**src/hw/pid_regs.vh**
```
`ifndef PID_REGS_VH
`define PID_REGS_VH
// ----------------------------------------------------------------------
// Register word offsets (byte addresses).
// ----------------------------------------------------------------------
`define PID_A_PINCFG   8'h00
`define PID_A_STATUS   8'h04
`define PID_A_DIGEST   8'h08
`define PID_A_CYCLES   8'h0C
`define PID_A_NAME     8'h10
`define PID_A_CHKSUM   8'h14
`define PID_A_IRQSTAT  8'h18
`define PID_A_IRQMASK  8'h1C
// ----------------------------------------------------------------------
// Status bit positions.
// ----------------------------------------------------------------------
`define PID_S_BUSY     0
`define PID_S_ENABLED  1
`define PID_S_PROGRAMD 2
`define PID_S_VFY_OK   3
`define PID_S_DIS_ACT  4
`define PID_S_DIS_OPT  5
// ----------------------------------------------------------------------
// Interrupt bit positions.
// ----------------------------------------------------------------------
`define PID_I_PROG_OK  0
`define PID_I_PROG_ERR 1
`define PID_I_VFY_DONE 2
`define PID_I_VFY_BAD  3
`define PID_I_INFO     4
`define PID_I_REFUSED  5
`define PID_I_W        6
// ----------------------------------------------------------------------
// Link commands and sizes.
// ----------------------------------------------------------------------
`define PID_C_START    8'h01
`define PID_C_DATA     8'h02
`define PID_C_END      8'h03
`define PID_C_VERIFY   8'h04
`define PID_C_INFO     8'h05
`define PID_CMD_W      8
`define PID_BUF_W      128
`define PID_FRAME_W    136
`define PID_AW         4
`define PID_DEPTH      16
`define PID_PINS       8
// ----------------------------------------------------------------------
// Signature register seed and feedback polynomial; pin setting reset value.
// ----------------------------------------------------------------------
`define PID_SEED       32'hFFFF_FFFF
`define PID_POLY       32'h04C1_1DB7
`define PID_PINCFG_RST 16'h0000
`endif

```
**src/hw/pid_ctrl.v**
```verilog
`timescale 1ns/100ps
`include "pid_regs.vh"
// --------------------------------------------------------------------------
// Notes on behaviour
// RULE1: Programming tristates shared and dedicated fabric pins; here only pins whose pincfg_r pair is 00 or 11 float, 01 drives low, 10 high.
// RULE2: Programming blocks memory-controller and transceiver fabric buses.
// RULE3: Blank device keeps every user pin tristated.
// RULE4: Per-pin programming level: tristate, low, high.
// RULE5: 32-bit signature digest over stored image.
// RULE6: Digest accumulates during programming, stored afterwards.
// RULE7: Verify request recomputes digest and compares stored.
// RULE8: No digest check at power-up, only on request.
// RULE9: Disable option acts after reset with test-reset low; reset clears dis_opt_r before it is sampled, so here it never acts.
// RULE10: Info request reports name, checksum, digest.
// RULE11: Info response also carries programming cycle count.
// RULE12: Info requests change no counters.
// RULE13: Programmer counts its own verify operations.
// RULE14: Fabric enabled only after programming fully verified.
// RULE15: Command register plus 128-bit data buffer.
// RULE16: Signature seeded, fixed polynomial for both passes.
// --------------------------------------------------------------------------
module pid_ctrl (
    // Clock and reset.
    input  wire                  i_clk,
    input  wire                  i_resetn,
    // Test link pins.
    input  wire                  i_tck,
    input  wire                  i_tms,
    input  wire                  i_tdi,
    input  wire                  i_test_logic_reset_pin,
    output wire                  o_tdo,
    // Register port.
    input  wire [7:0]            i_addr,
    input  wire [31:0]           i_wdata,
    input  wire                  i_wr,
    input  wire                  i_rd,
    output reg  [31:0]           o_rdata,
    // Fabric user pins.
    input  wire [`PID_PINS-1:0]  i_fab_out,
    input  wire [`PID_PINS-1:0]  i_fab_oe_n,
    output reg  [`PID_PINS-1:0]  o_pin_out,
    output reg  [`PID_PINS-1:0]  o_pin_oe_n,
    // Fabric state and bus gating.
    output reg                   o_fabric_en,
    output reg                   o_bus_block,
    // Interrupt.
    output reg                   o_irq
);
    // ------------------------------------------------------------------
    // States.
    // ------------------------------------------------------------------
    localparam [2:0] ST_IDLE = 3'd0;
    localparam [2:0] ST_PROG = 3'd1;
    localparam [2:0] ST_RD   = 3'd2;
    localparam [2:0] ST_ACC  = 3'd3;
    localparam [2:0] ST_DONE = 3'd4;

    // Folds a 128-bit buffer into one 32-bit signature input.
    function [31:0] fold;
        input [`PID_BUF_W-1:0] d;
        begin
            fold = d[127:96] ^ d[95:64] ^ d[63:32] ^ d[31:0];
        end
    endfunction

    // ------------------------------------------------------------------
    // Declarations.
    // ------------------------------------------------------------------
    reg  [1:0]               tck_s_r;
    reg  [1:0]               tms_s_r;
    reg  [1:0]               tdi_s_r;
    reg  [1:0]               trst_s_r;
    reg                      tck_d_r;
    reg                      tms_d_r;
    reg  [`PID_FRAME_W-1:0]  shift_r;
    reg  [`PID_BUF_W-1:0]    resp_r;
    reg  [`PID_CMD_W-1:0]    cmd_r;
    reg  [`PID_BUF_W-1:0]    buf_r;
    reg                      cmd_vld_r;
    reg  [2:0]               state_r;
    reg                      mode_prog_r;
    reg  [`PID_AW:0]         wr_cnt_r;
    reg  [`PID_AW-1:0]       rd_ptr_r;
    reg  [31:0]              digest_r;
    reg  [31:0]              name_r;
    reg  [31:0]              chksum_r;
    reg  [31:0]              cycles_r;
    reg                      programmed_r;
    reg                      enabled_r;
    reg                      vfy_ok_r;
    reg                      dis_opt_r;
    reg                      dis_act_r;
    reg                      init_done_r;
    reg  [15:0]              pincfg_r;
    reg  [`PID_I_W-1:0]      irq_stat_r;
    reg  [`PID_I_W-1:0]      irq_mask_r;
    reg  [`PID_I_W-1:0]      ev_nxt;
    reg  [`PID_PINS-1:0]     pin_out_nxt;
    reg  [`PID_PINS-1:0]     pin_oe_n_nxt;
    reg  [31:0]              rdata_nxt;
    reg  [1:0]               pc;
    integer                  k;
    wire                     tck_rise;
    wire                     frame_end;
    wire                     busy;
    wire                     prog_we;
    wire                     prog_clr;
    wire                     chk_clr;
    wire [31:0]              prog_sig;
    wire [31:0]              chk_sig;
    wire [`PID_BUF_W-1:0]    mem_rdata;
    wire [31:0]              ref_sig;

    // ------------------------------------------------------------------
    // Link pin synchronisers and edge detection.
    // ------------------------------------------------------------------
    // Every pin passes two flops; the second stage is examined, and the clock and frame-select pins feed a third flop for edge detection.
    always @(posedge i_clk or negedge i_resetn) begin
        if (!i_resetn) begin
            tck_s_r  <= 2'b00;
            tms_s_r  <= 2'b00;
            tdi_s_r  <= 2'b00;
            trst_s_r <= 2'b00;
            tck_d_r  <= 1'b0;
            tms_d_r  <= 1'b0;
        end else begin
            tck_s_r  <= {tck_s_r[0], i_tck};
            tms_s_r  <= {tms_s_r[0], i_tms};
            tdi_s_r  <= {tdi_s_r[0], i_tdi};
            trst_s_r <= {trst_s_r[0], i_test_logic_reset_pin};
            tck_d_r  <= tck_s_r[1];
            tms_d_r  <= tms_s_r[1];
        end
    end

    assign tck_rise  = tck_s_r[1] & ~tck_d_r;
    assign frame_end = tms_d_r & ~tms_s_r[1];
    assign o_tdo     = resp_r[`PID_BUF_W-1];

    // ------------------------------------------------------------------
    // Command register and data buffer.
    // ------------------------------------------------------------------
    // A frame shifts 128 data bits then 8 command bits, MSB first.
    always @(posedge i_clk or negedge i_resetn) begin
        if (!i_resetn) begin
            shift_r   <= {`PID_FRAME_W{1'b0}};
            cmd_r     <= {`PID_CMD_W{1'b0}};
            buf_r     <= {`PID_BUF_W{1'b0}};
            cmd_vld_r <= 1'b0;
        end else begin
            cmd_vld_r <= 1'b0;
            if (tms_s_r[1] && tck_rise) begin
                shift_r <= {shift_r[`PID_FRAME_W-2:0], tdi_s_r[1]};
            end
            if (frame_end) begin
                cmd_r     <= shift_r[`PID_CMD_W-1:0];                 // RULE15
                buf_r     <= shift_r[`PID_FRAME_W-1:`PID_CMD_W];      // RULE15
                cmd_vld_r <= 1'b1;
            end
        end
    end

    // ------------------------------------------------------------------
    // Image store and the two signature registers.
    // ------------------------------------------------------------------
    assign busy     = (state_r != ST_IDLE);
    assign prog_we  = cmd_vld_r && (state_r == ST_PROG) && (cmd_r == `PID_C_DATA) && !wr_cnt_r[`PID_AW];
    assign prog_clr = cmd_vld_r && (state_r == ST_IDLE) && (cmd_r == `PID_C_START);
    assign chk_clr  = (state_r == ST_PROG || state_r == ST_IDLE) && cmd_vld_r;
    assign ref_sig  = mode_prog_r ? prog_sig : digest_r;

    pid_store u_store (
        .i_clk    (i_clk),
        .i_resetn (i_resetn),
        .i_we     (prog_we),
        .i_waddr  (wr_cnt_r[`PID_AW-1:0]),
        .i_wdata  (buf_r),
        .i_raddr  (rd_ptr_r),
        .o_rdata  (mem_rdata)
    );

    // Accumulates alongside the programming writes.
    pid_misr u_prog_misr (
        .i_clk    (i_clk),
        .i_resetn (i_resetn),
        .i_clr    (prog_clr),                                         // RULE16
        .i_en     (prog_we),                                          // RULE6
        .i_data   (fold(buf_r)),                                      // RULE5
        .o_sig    (prog_sig)
    );

    // Recomputes over the stored image with the same seed and polynomial.
    pid_misr u_chk_misr (
        .i_clk    (i_clk),
        .i_resetn (i_resetn),
        .i_clr    (chk_clr),                                          // RULE16
        .i_en     (state_r == ST_ACC),
        .i_data   (fold(mem_rdata)),                                  // RULE7
        .o_sig    (chk_sig)
    );

    // ------------------------------------------------------------------
    // Programming and verify sequencer.
    // ------------------------------------------------------------------
    // Info is served in any state and touches no counter.
    always @(posedge i_clk or negedge i_resetn) begin
        if (!i_resetn) begin
            state_r      <= ST_IDLE;
            mode_prog_r  <= 1'b0;
            wr_cnt_r     <= {(`PID_AW+1){1'b0}};
            rd_ptr_r     <= {`PID_AW{1'b0}};
            digest_r     <= 32'h0000_0000;
            name_r       <= 32'h0000_0000;
            chksum_r     <= 32'h0000_0000;
            cycles_r     <= 32'h0000_0000;
            programmed_r <= 1'b0;                                     // RULE3
            enabled_r    <= 1'b0;
            vfy_ok_r     <= 1'b0;
            dis_opt_r    <= 1'b0;
            resp_r       <= {`PID_BUF_W{1'b0}};
            ev_nxt       <= {`PID_I_W{1'b0}};
        end else begin
            ev_nxt <= {`PID_I_W{1'b0}};
            if (tms_s_r[1] && tck_rise) begin
                resp_r <= {resp_r[`PID_BUF_W-2:0], 1'b0};
            end
            if (cmd_vld_r && cmd_r == `PID_C_INFO) begin
                resp_r <= {name_r, chksum_r, digest_r, cycles_r};     // RULE10 RULE11 RULE12
                ev_nxt[`PID_I_INFO] <= 1'b1;
            end
            case (state_r)
                ST_IDLE: begin
                    if (cmd_vld_r && cmd_r == `PID_C_START) begin
                        state_r      <= ST_PROG;
                        enabled_r    <= 1'b0;                         // RULE14
                        programmed_r <= 1'b0;
                        wr_cnt_r     <= {(`PID_AW+1){1'b0}};
                        name_r       <= buf_r[31:0];
                        dis_opt_r    <= buf_r[32];
                        chksum_r     <= 32'h0000_0000;
                    end else if (cmd_vld_r && cmd_r == `PID_C_VERIFY) begin
                        if (programmed_r && !dis_act_r && wr_cnt_r != 0) begin
                            mode_prog_r <= 1'b0;                      // RULE7 RULE8
                            rd_ptr_r    <= {`PID_AW{1'b0}};
                            state_r     <= ST_RD;
                        end else begin
                            ev_nxt[`PID_I_REFUSED] <= 1'b1;           // RULE9
                        end
                    end else if (cmd_vld_r && (cmd_r == `PID_C_DATA || cmd_r == `PID_C_END)) begin
                        ev_nxt[`PID_I_REFUSED] <= 1'b1;
                    end
                end
                ST_PROG: begin
                    if (prog_we) begin
                        wr_cnt_r <= wr_cnt_r + 1'b1;
                        chksum_r <= chksum_r + buf_r[127:96] + buf_r[95:64] + buf_r[63:32] + buf_r[31:0];
                    end else if (cmd_vld_r && cmd_r == `PID_C_END) begin
                        mode_prog_r <= 1'b1;
                        rd_ptr_r    <= {`PID_AW{1'b0}};
                        state_r     <= (wr_cnt_r != 0) ? ST_RD : ST_DONE;
                    end else if (cmd_vld_r && cmd_r != `PID_C_INFO) begin
                        ev_nxt[`PID_I_REFUSED] <= 1'b1;
                    end
                end
                ST_RD: begin
                    state_r <= ST_ACC;
                end
                ST_ACC: begin
                    if ({1'b0, rd_ptr_r} + 1'b1 == wr_cnt_r) begin
                        state_r <= ST_DONE;
                    end else begin
                        rd_ptr_r <= rd_ptr_r + 1'b1;
                        state_r  <= ST_RD;
                    end
                end
                ST_DONE: begin
                    state_r  <= ST_IDLE;
                    vfy_ok_r <= (chk_sig == ref_sig);
                    if (mode_prog_r) begin
                        if (chk_sig == ref_sig && wr_cnt_r != 0) begin
                            digest_r     <= prog_sig;                 // RULE6
                            programmed_r <= 1'b1;
                            enabled_r    <= 1'b1;                     // RULE14
                            cycles_r     <= cycles_r + 1'b1;
                            ev_nxt[`PID_I_PROG_OK] <= 1'b1;
                        end else begin
                            ev_nxt[`PID_I_PROG_ERR] <= 1'b1;          // RULE14
                        end
                    end else begin
                        ev_nxt[`PID_I_VFY_DONE] <= 1'b1;
                        ev_nxt[`PID_I_VFY_BAD]  <= (chk_sig != ref_sig); // RULE7
                    end
                end
                default: begin
                    state_r <= ST_IDLE;
                end
            endcase
        end
    end

    // ------------------------------------------------------------------
    // Digest-check disable taken once after reset release.
    // ------------------------------------------------------------------
    // Samples dis_opt_r once after reset, which has just cleared it, so the option never acts.
    always @(posedge i_clk or negedge i_resetn) begin
        if (!i_resetn) begin
            init_done_r <= 1'b0;
            dis_act_r   <= 1'b0;
        end else if (!init_done_r) begin
            init_done_r <= 1'b1;
            dis_act_r   <= dis_opt_r & ~trst_s_r[1];                  // RULE9
        end
    end

    // ------------------------------------------------------------------
    // Pin isolation and bus gating.
    // ------------------------------------------------------------------
    // Blank parts float; programming follows the per-pin setting.
    always @* begin
        pin_out_nxt  = {`PID_PINS{1'b0}};
        pin_oe_n_nxt = {`PID_PINS{1'b1}};                             // RULE3
        for (k = 0; k < `PID_PINS; k = k + 1) begin
            pc = pincfg_r[2*k +: 2];
            if (busy) begin
                pin_out_nxt[k]  = (pc == 2'b10);                      // RULE4
                pin_oe_n_nxt[k] = !(pc == 2'b01 || pc == 2'b10);      // RULE1 RULE4
            end else if (enabled_r) begin
                pin_out_nxt[k]  = i_fab_out[k];
                pin_oe_n_nxt[k] = i_fab_oe_n[k];
            end
        end
    end

    always @(posedge i_clk or negedge i_resetn) begin
        if (!i_resetn) begin
            o_pin_out   <= {`PID_PINS{1'b0}};
            o_pin_oe_n  <= {`PID_PINS{1'b1}};                         // RULE3
            o_fabric_en <= 1'b0;
            o_bus_block <= 1'b1;
        end else begin
            o_pin_out   <= pin_out_nxt;
            o_pin_oe_n  <= pin_oe_n_nxt;
            o_fabric_en <= enabled_r & ~busy;
            o_bus_block <= busy | ~enabled_r;                         // RULE2
        end
    end

    // ------------------------------------------------------------------
    // Register port and interrupts.
    // ------------------------------------------------------------------
    always @* begin
        case (i_addr)
            `PID_A_PINCFG:  rdata_nxt = {16'h0000, pincfg_r};
            `PID_A_STATUS:  rdata_nxt = {26'h000_0000, dis_opt_r, dis_act_r, vfy_ok_r,
                                         programmed_r, enabled_r, busy};
            `PID_A_DIGEST:  rdata_nxt = digest_r;
            `PID_A_CYCLES:  rdata_nxt = cycles_r;
            `PID_A_NAME:    rdata_nxt = name_r;
            `PID_A_CHKSUM:  rdata_nxt = chksum_r;
            `PID_A_IRQSTAT: rdata_nxt = {26'h000_0000, irq_stat_r};
            `PID_A_IRQMASK: rdata_nxt = {26'h000_0000, irq_mask_r};
            default:        rdata_nxt = 32'h0000_0000;
        endcase
    end

    // An interrupt status read clears what it returned; a new event in that cycle survives.
    always @(posedge i_clk or negedge i_resetn) begin
        if (!i_resetn) begin
            o_rdata    <= 32'h0000_0000;
            pincfg_r   <= `PID_PINCFG_RST;
            irq_stat_r <= {`PID_I_W{1'b0}};
            irq_mask_r <= {`PID_I_W{1'b0}};
            o_irq      <= 1'b0;
        end else begin
            o_rdata <= i_rd ? rdata_nxt : 32'h0000_0000;
            if (i_wr && i_addr == `PID_A_PINCFG) begin
                pincfg_r <= i_wdata[15:0];
            end
            if (i_wr && i_addr == `PID_A_IRQMASK) begin
                irq_mask_r <= i_wdata[`PID_I_W-1:0];
            end
            if (i_rd && i_addr == `PID_A_IRQSTAT) begin
                irq_stat_r <= ev_nxt;
            end else begin
                irq_stat_r <= irq_stat_r | ev_nxt;
            end
            o_irq <= |(((i_rd && i_addr == `PID_A_IRQSTAT) ? ev_nxt : (irq_stat_r | ev_nxt)) &
                       ((i_wr && i_addr == `PID_A_IRQMASK) ? i_wdata[`PID_I_W-1:0] : irq_mask_r));
        end
    end
endmodule

```
**src/hw/pid_misr.v**
```verilog
`timescale 1ns/100ps
`include "pid_regs.vh"
// 32-bit multiple-input signature register, one word folded in per step.
module pid_misr (
    // Clock and reset.
    input  wire        i_clk,
    input  wire        i_resetn,
    // Control and data.
    input  wire        i_clr,
    input  wire        i_en,
    input  wire [31:0] i_data,
    // Signature.
    output reg  [31:0] o_sig
);
    // ------------------------------------------------------------------
    // Signature update.
    // ------------------------------------------------------------------
    // Clear loads the seed; each enable shifts with feedback and mixes data.
    always @(posedge i_clk or negedge i_resetn) begin
        if (!i_resetn) begin
            o_sig <= `PID_SEED;
        end else if (i_clr) begin
            o_sig <= `PID_SEED;
        end else if (i_en) begin
            o_sig <= {o_sig[30:0], 1'b0} ^ (o_sig[31] ? `PID_POLY : 32'h0000_0000) ^ i_data;
        end
    end
endmodule

```
**src/hw/pid_store.v**
```verilog
`timescale 1ns/100ps
`include "pid_regs.vh"
// Image store: one write port, one read port with registered data.
module pid_store (
    // Clock and reset.
    input  wire                 i_clk,
    input  wire                 i_resetn,
    // Write port.
    input  wire                 i_we,
    input  wire [`PID_AW-1:0]   i_waddr,
    input  wire [`PID_BUF_W-1:0] i_wdata,
    // Read port.
    input  wire [`PID_AW-1:0]   i_raddr,
    output reg  [`PID_BUF_W-1:0] o_rdata
);
    reg [`PID_BUF_W-1:0] mem [0:`PID_DEPTH-1];

    // ------------------------------------------------------------------
    // Storage array.
    // ------------------------------------------------------------------
    // The array itself holds no reset; only the read register does.
    always @(posedge i_clk) begin
        if (i_we) begin
            mem[i_waddr] <= i_wdata;
        end
    end

    // Read data leave through a register, one cycle after the address.
    always @(posedge i_clk or negedge i_resetn) begin
        if (!i_resetn) begin
            o_rdata <= {`PID_BUF_W{1'b0}};
        end else begin
            o_rdata <= mem[i_raddr];
        end
    end
endmodule

```
**config.mk**
```make
export PLATFORM = sky130hd
export DESIGN_NAME = pid_ctrl
export DESIGN_NICKNAME = d
export VERILOG_FILES = /design/src/hw/pid_ctrl.v /design/src/hw/pid_misr.v /design/src/hw/pid_store.v
export VERILOG_INCLUDE_DIRS = /design/src /design/src/hw
export SDC_FILE = /design/constraint.sdc
export NUM_CORES = 2
export LEC_CHECK = 0
export BUFFER_PORTS_ARGS = -buffer_cell sky130_fd_sc_hd__buf_2
export CAP_MARGIN = 20
export CORE_MARGIN = 3
export CORE_UTILIZATION = 40
export CTS_CLUSTER_SIZE = 20
export DETAILED_ROUTE_END_ITERATION = 7
export PLACE_DENSITY_LB_ADDON = 0.2
export SLEW_MARGIN = 15
export SYNTH_ARGS = -nofsm -noshare
export SYNTH_HDL_FRONTEND = slang
export SYNTH_HIERARCHICAL = 1
export SYNTH_SLANG_ARGS = --single-unit
```
**constraint.sdc**
```tcl
create_clock -name i_clk -period 12.3 [get_ports i_clk]
set_input_delay 2.46 -clock i_clk [delete_from_list [all_inputs] [get_ports i_clk]]
set_output_delay 2.46 -clock i_clk [all_outputs]
set_load 0.01 [all_outputs]
```
==> flow_metrics.tcl <==
set metrics [dict create \
    routabilityCongestion 0.856 \
    clkLatencyLatePin_ns 0.87 \
    synthXorXnorAreaFrac_pct 3.03 \
    setup_slack_ns 6.45 \
    dp_hpwl_mm 171 \
    crit_type "reg2reg" \
    drcViolationCount 0 \
    cts-hold-fix-buffers 0 \
    final-hold-violation-count 0 \
    die_area_um2 297000 \
    holdWs_ns 0.347 \
    cts_resized 0 \
    yosys.area_share.simple_pct 5.13 \
    postRouteAntennaNets 0 \
    synth-async-reset-ratio_pct 28.9 \
    cpMostUsedCell "buf_4" \
    finClkSkew_ns 0.0309 \
    synth.ff_latch_count 2882 \
    fillers 25000 \
    io_buffers 99 \
    area_growth_pct 12.7 \
    cts_sinks 2882 \
    p_leak_nw 48.3 \
    setup.worst_path.start_class "flip-flop" \
    fp-row-count 197 \
    synth.top_cell.area_share_pct 52.9 \
    cts_buffers 307 \
    pre_cts_slack_ns 6.40 \
    die_x_um 545 \
    grt_pass1_vias 64200 \
    drt_first_pass_iters 8 \
    layout_min_cycle_time_ns 5.85 \
    max_slew_margin_pct 24.1 \
    post-route-period-util_pct 47.6 \
    wl_per_cell_um 27.2 \
    synth_top_family_by_area "multiplexers" \
    clock.fmax_mhz 171 \
    synth_fa_ha_area_share_pct 2.06 \
    placed_cells 10800 \
    synthesis.nets 7248 \
    grt_pass1_wl_mm 450 \
    gr-usage-all-layers_pct 20.5 \
    cellPowerDensity_nw_per_um2 190 \
    required_ns 12.77 \
    synth_cells 7048 \
    yosysSeqAreaShare_pct 70.9 \
    routed_wl_mm 308 \
    setup_viol 0 \
    drive_above_1_share_pct 18.9 \
    core_um2 289000 \
    cp-end-kind "flip-flop" \
    crit_chain "or4_1 -> nor4b_1 -> nand4_1 -> inv_2 -> buf_4 -> nand3b_1 -> nor2_4 -> buf_4 -> buf_4" \
    yosys-top-cells-area "edfxtp_1 (53%), dfrtp_1 (16%), mux4_2 (9.3%)" \
    vias_per_cell 5.49 \
    fp.dieH_um 545 \
    start_util_pct 40.3 \
    postCtsSetupBuffers 0 \
    io_pins 116 \
    yosysTopAreaCell "edfxtp_1" \
    synth_common_cells "edfxtp_1 (2,048), nand2_1 (975), dfrtp_1 (761)" \
    antenna_found_initial 5 \
    cts_root_buffer "clkbuf_16" \
    final_util_pct 45.4 \
    setup_tns_ns 0 \
    overflow 0 \
    cts_tree "yes" \
    rsz0062_at_grt "false" \
    avgSynthCellArea_um2 16.5 \
    cp_slowest_stage_delay_ns 0.72 \
    synthFlopType "edfxtp_1" \
    grt_max_degree 172 \
    cp_max_fo 78 \
    vias 62200 \
    final_cells 11300 \
    maxCapViolCount 0 \
    yosysWarnings 6 \
    cts.path.max_buffers 4 \
    peakVddDrop_v 0.000163 \
    worst_slew_pin_slew_ns 1.14 \
    fin_nets 7397 \
    synthMuxAreaShare_pct 11.4 \
    yosysMostFrequentCell "edfxtp_1" \
    finalMaxSlewViolations 0 \
    status "completed" \
    syn-cell-area_um2 116000 \
    synth_edf_count 2048 \
    cp.arrival_ns 6.32 \
    synth_cell_types 69 \
    ctsHtreeMaxLevel 5 \
    drt_iter0_drc 5909 \
    cts.clk_slew.worst_paths_ns 0.06 \
    synth-compound-area-share_pct 5.01 \
    hold_path_class "reg2reg" \
    crit_slowest_cell "buf_4" \
]
stage by stage:
stage / cell area (um^2) / power, mW
after floorplan: 116000 / 14.6
after global placement: 121000 / 16.1
after detailed placement: 121000 / 16.1
after CTS: 131000 / 25.1
after global routing: 131000 / 25.8
final: 131000 / 24.9
power breakdown:
group / switching [mW] / total, mW / internal, mW
logic: 2.41 / 4.49 / 2.09
registers: 0.463 / 11.4 / 10.9
clock network: 3.74 / 8.96 / 5.23
total: 6.61 / 24.9 / 18.2
worst max-delay path: cells and delay by family, from the launching register on:
family                 cells  cell delay (ns)
buffers and inverters      4             2.27
DFF                        1             0.37
and+or+nand+nor            5             2.67
path summary, 6_finish.rpt:
kind | startpoint | to | slack [ns] | cells past startpoint
max in group asynchronous | i_resetn | shift_r[111]$_DFFE_PN0P_ | 8.21 | 3
min in group asynchronous | i_resetn | resp_r[54]$_DFFE_PN0P_ | 1.70 | 1
worst max register to register | cmd_r[7]$_DFFE_PN0P_ | u_store/mem[5][16]$_DFFE_PP_ | 6.45 | 9
worst min register to register | trst_s_r[0]$_DFF_PN0_ | trst_s_r[1]$_DFF_PN0_ | 0.35 | 0
worst min-delay path | trst_s_r[0]$_DFF_PN0_ | trst_s_r[1]$_DFF_PN0_ | 0.35 | 0
worst max-delay path | cmd_r[7]$_DFFE_PN0P_ | u_store/mem[5][16]$_DFFE_PP_ | 6.45 | 9
flip-flops by register name, indices dropped and copies added (netlist names), 3 cells and up:
register / flops
ev_nxt: 6
buf_r: 128
u_store/o_rdata: 128
shift_r: 136
o_rdata: 32
digest_r: 32
resp_r: 128
u_prog_misr/o_sig: 32
o_pin_out: 8
irq_mask_r: 6
wr_cnt_r: 5
o_pin_oe_n: 8
pincfg_r: 16
u_chk_misr/o_sig: 32
rd_ptr_r: 4
irq_stat_r: 6
u_store/mem: 2048
cycles_r: 32
state_r: 3
cmd_r: 8
chksum_r: 32
name_r: 32
kinds of logic (layout without fill, tap and decap cells):
kind of cell / Yosys count / after routing
buffers and inverters: 689 / 1082
and+or+nand+nor: 1429 / 1429
adders and majority gates: 136 / 136
xor gates and xnor gates: 354 / 354
DFF: 2882 / 2882
AOI/OAI and AO/OA: 853 / 853
other: 1 / 5
muxes: 704 / 704
area by class of cell:
type / count / area, um^2 / share of cell area (%)
diodes: 4 / 10.0 / 0.00764
multi-input cells: 3477 / 31200 / 23.8
clock inverters: 112 / 1030 / 0.783
inverters: 316 / 1190 / 0.905
repair buffers: 213 / 1620 / 1.24
clock buffers: 441 / 8630 / 6.59
well taps: 3880 / 4850 / 3.71
flip-flops and latches: 2882 / 82500 / 63.0
placed cells by master, fill, tap and decap left out, types with 39 or more instances in the layout:
cell type	instances
a211o_1	66
a21oi_1	52
a22oi_1	272
a31oi_1	149
buf_2	99
buf_4	93
clkbuf_1	97
clkbuf_16	314
clkinv_1	39
clkinv_2	42
dfrtp_1	756
dfstp_2	73
edfxtp_1	2048
fa_1	92
ha_1	44
inv_1	314
mux2_2	158
mux2i_1	67
mux4_2	479
nand2_1	973
nor2_1	184
nor2b_1	80
o21ai_0	161
xnor2_1	192
xor2_1	136
per-layer routing:
| metal | up-vias | wire length [um] | GRT usage [%] |
|---|---|---|---|
| met4 | 0 | 9620 | 6.04 |
| met2 | 1657 | 151000 | 34.0 |
| met3 | 448 | 14100 | 2.47 |
| li1 | 26700 | - | - |
| met5 | - | 0 | 0 |
| met1 | 33400 | 133000 | 28.4 |
No activity file was read; power rests on OpenSTA's default activity.
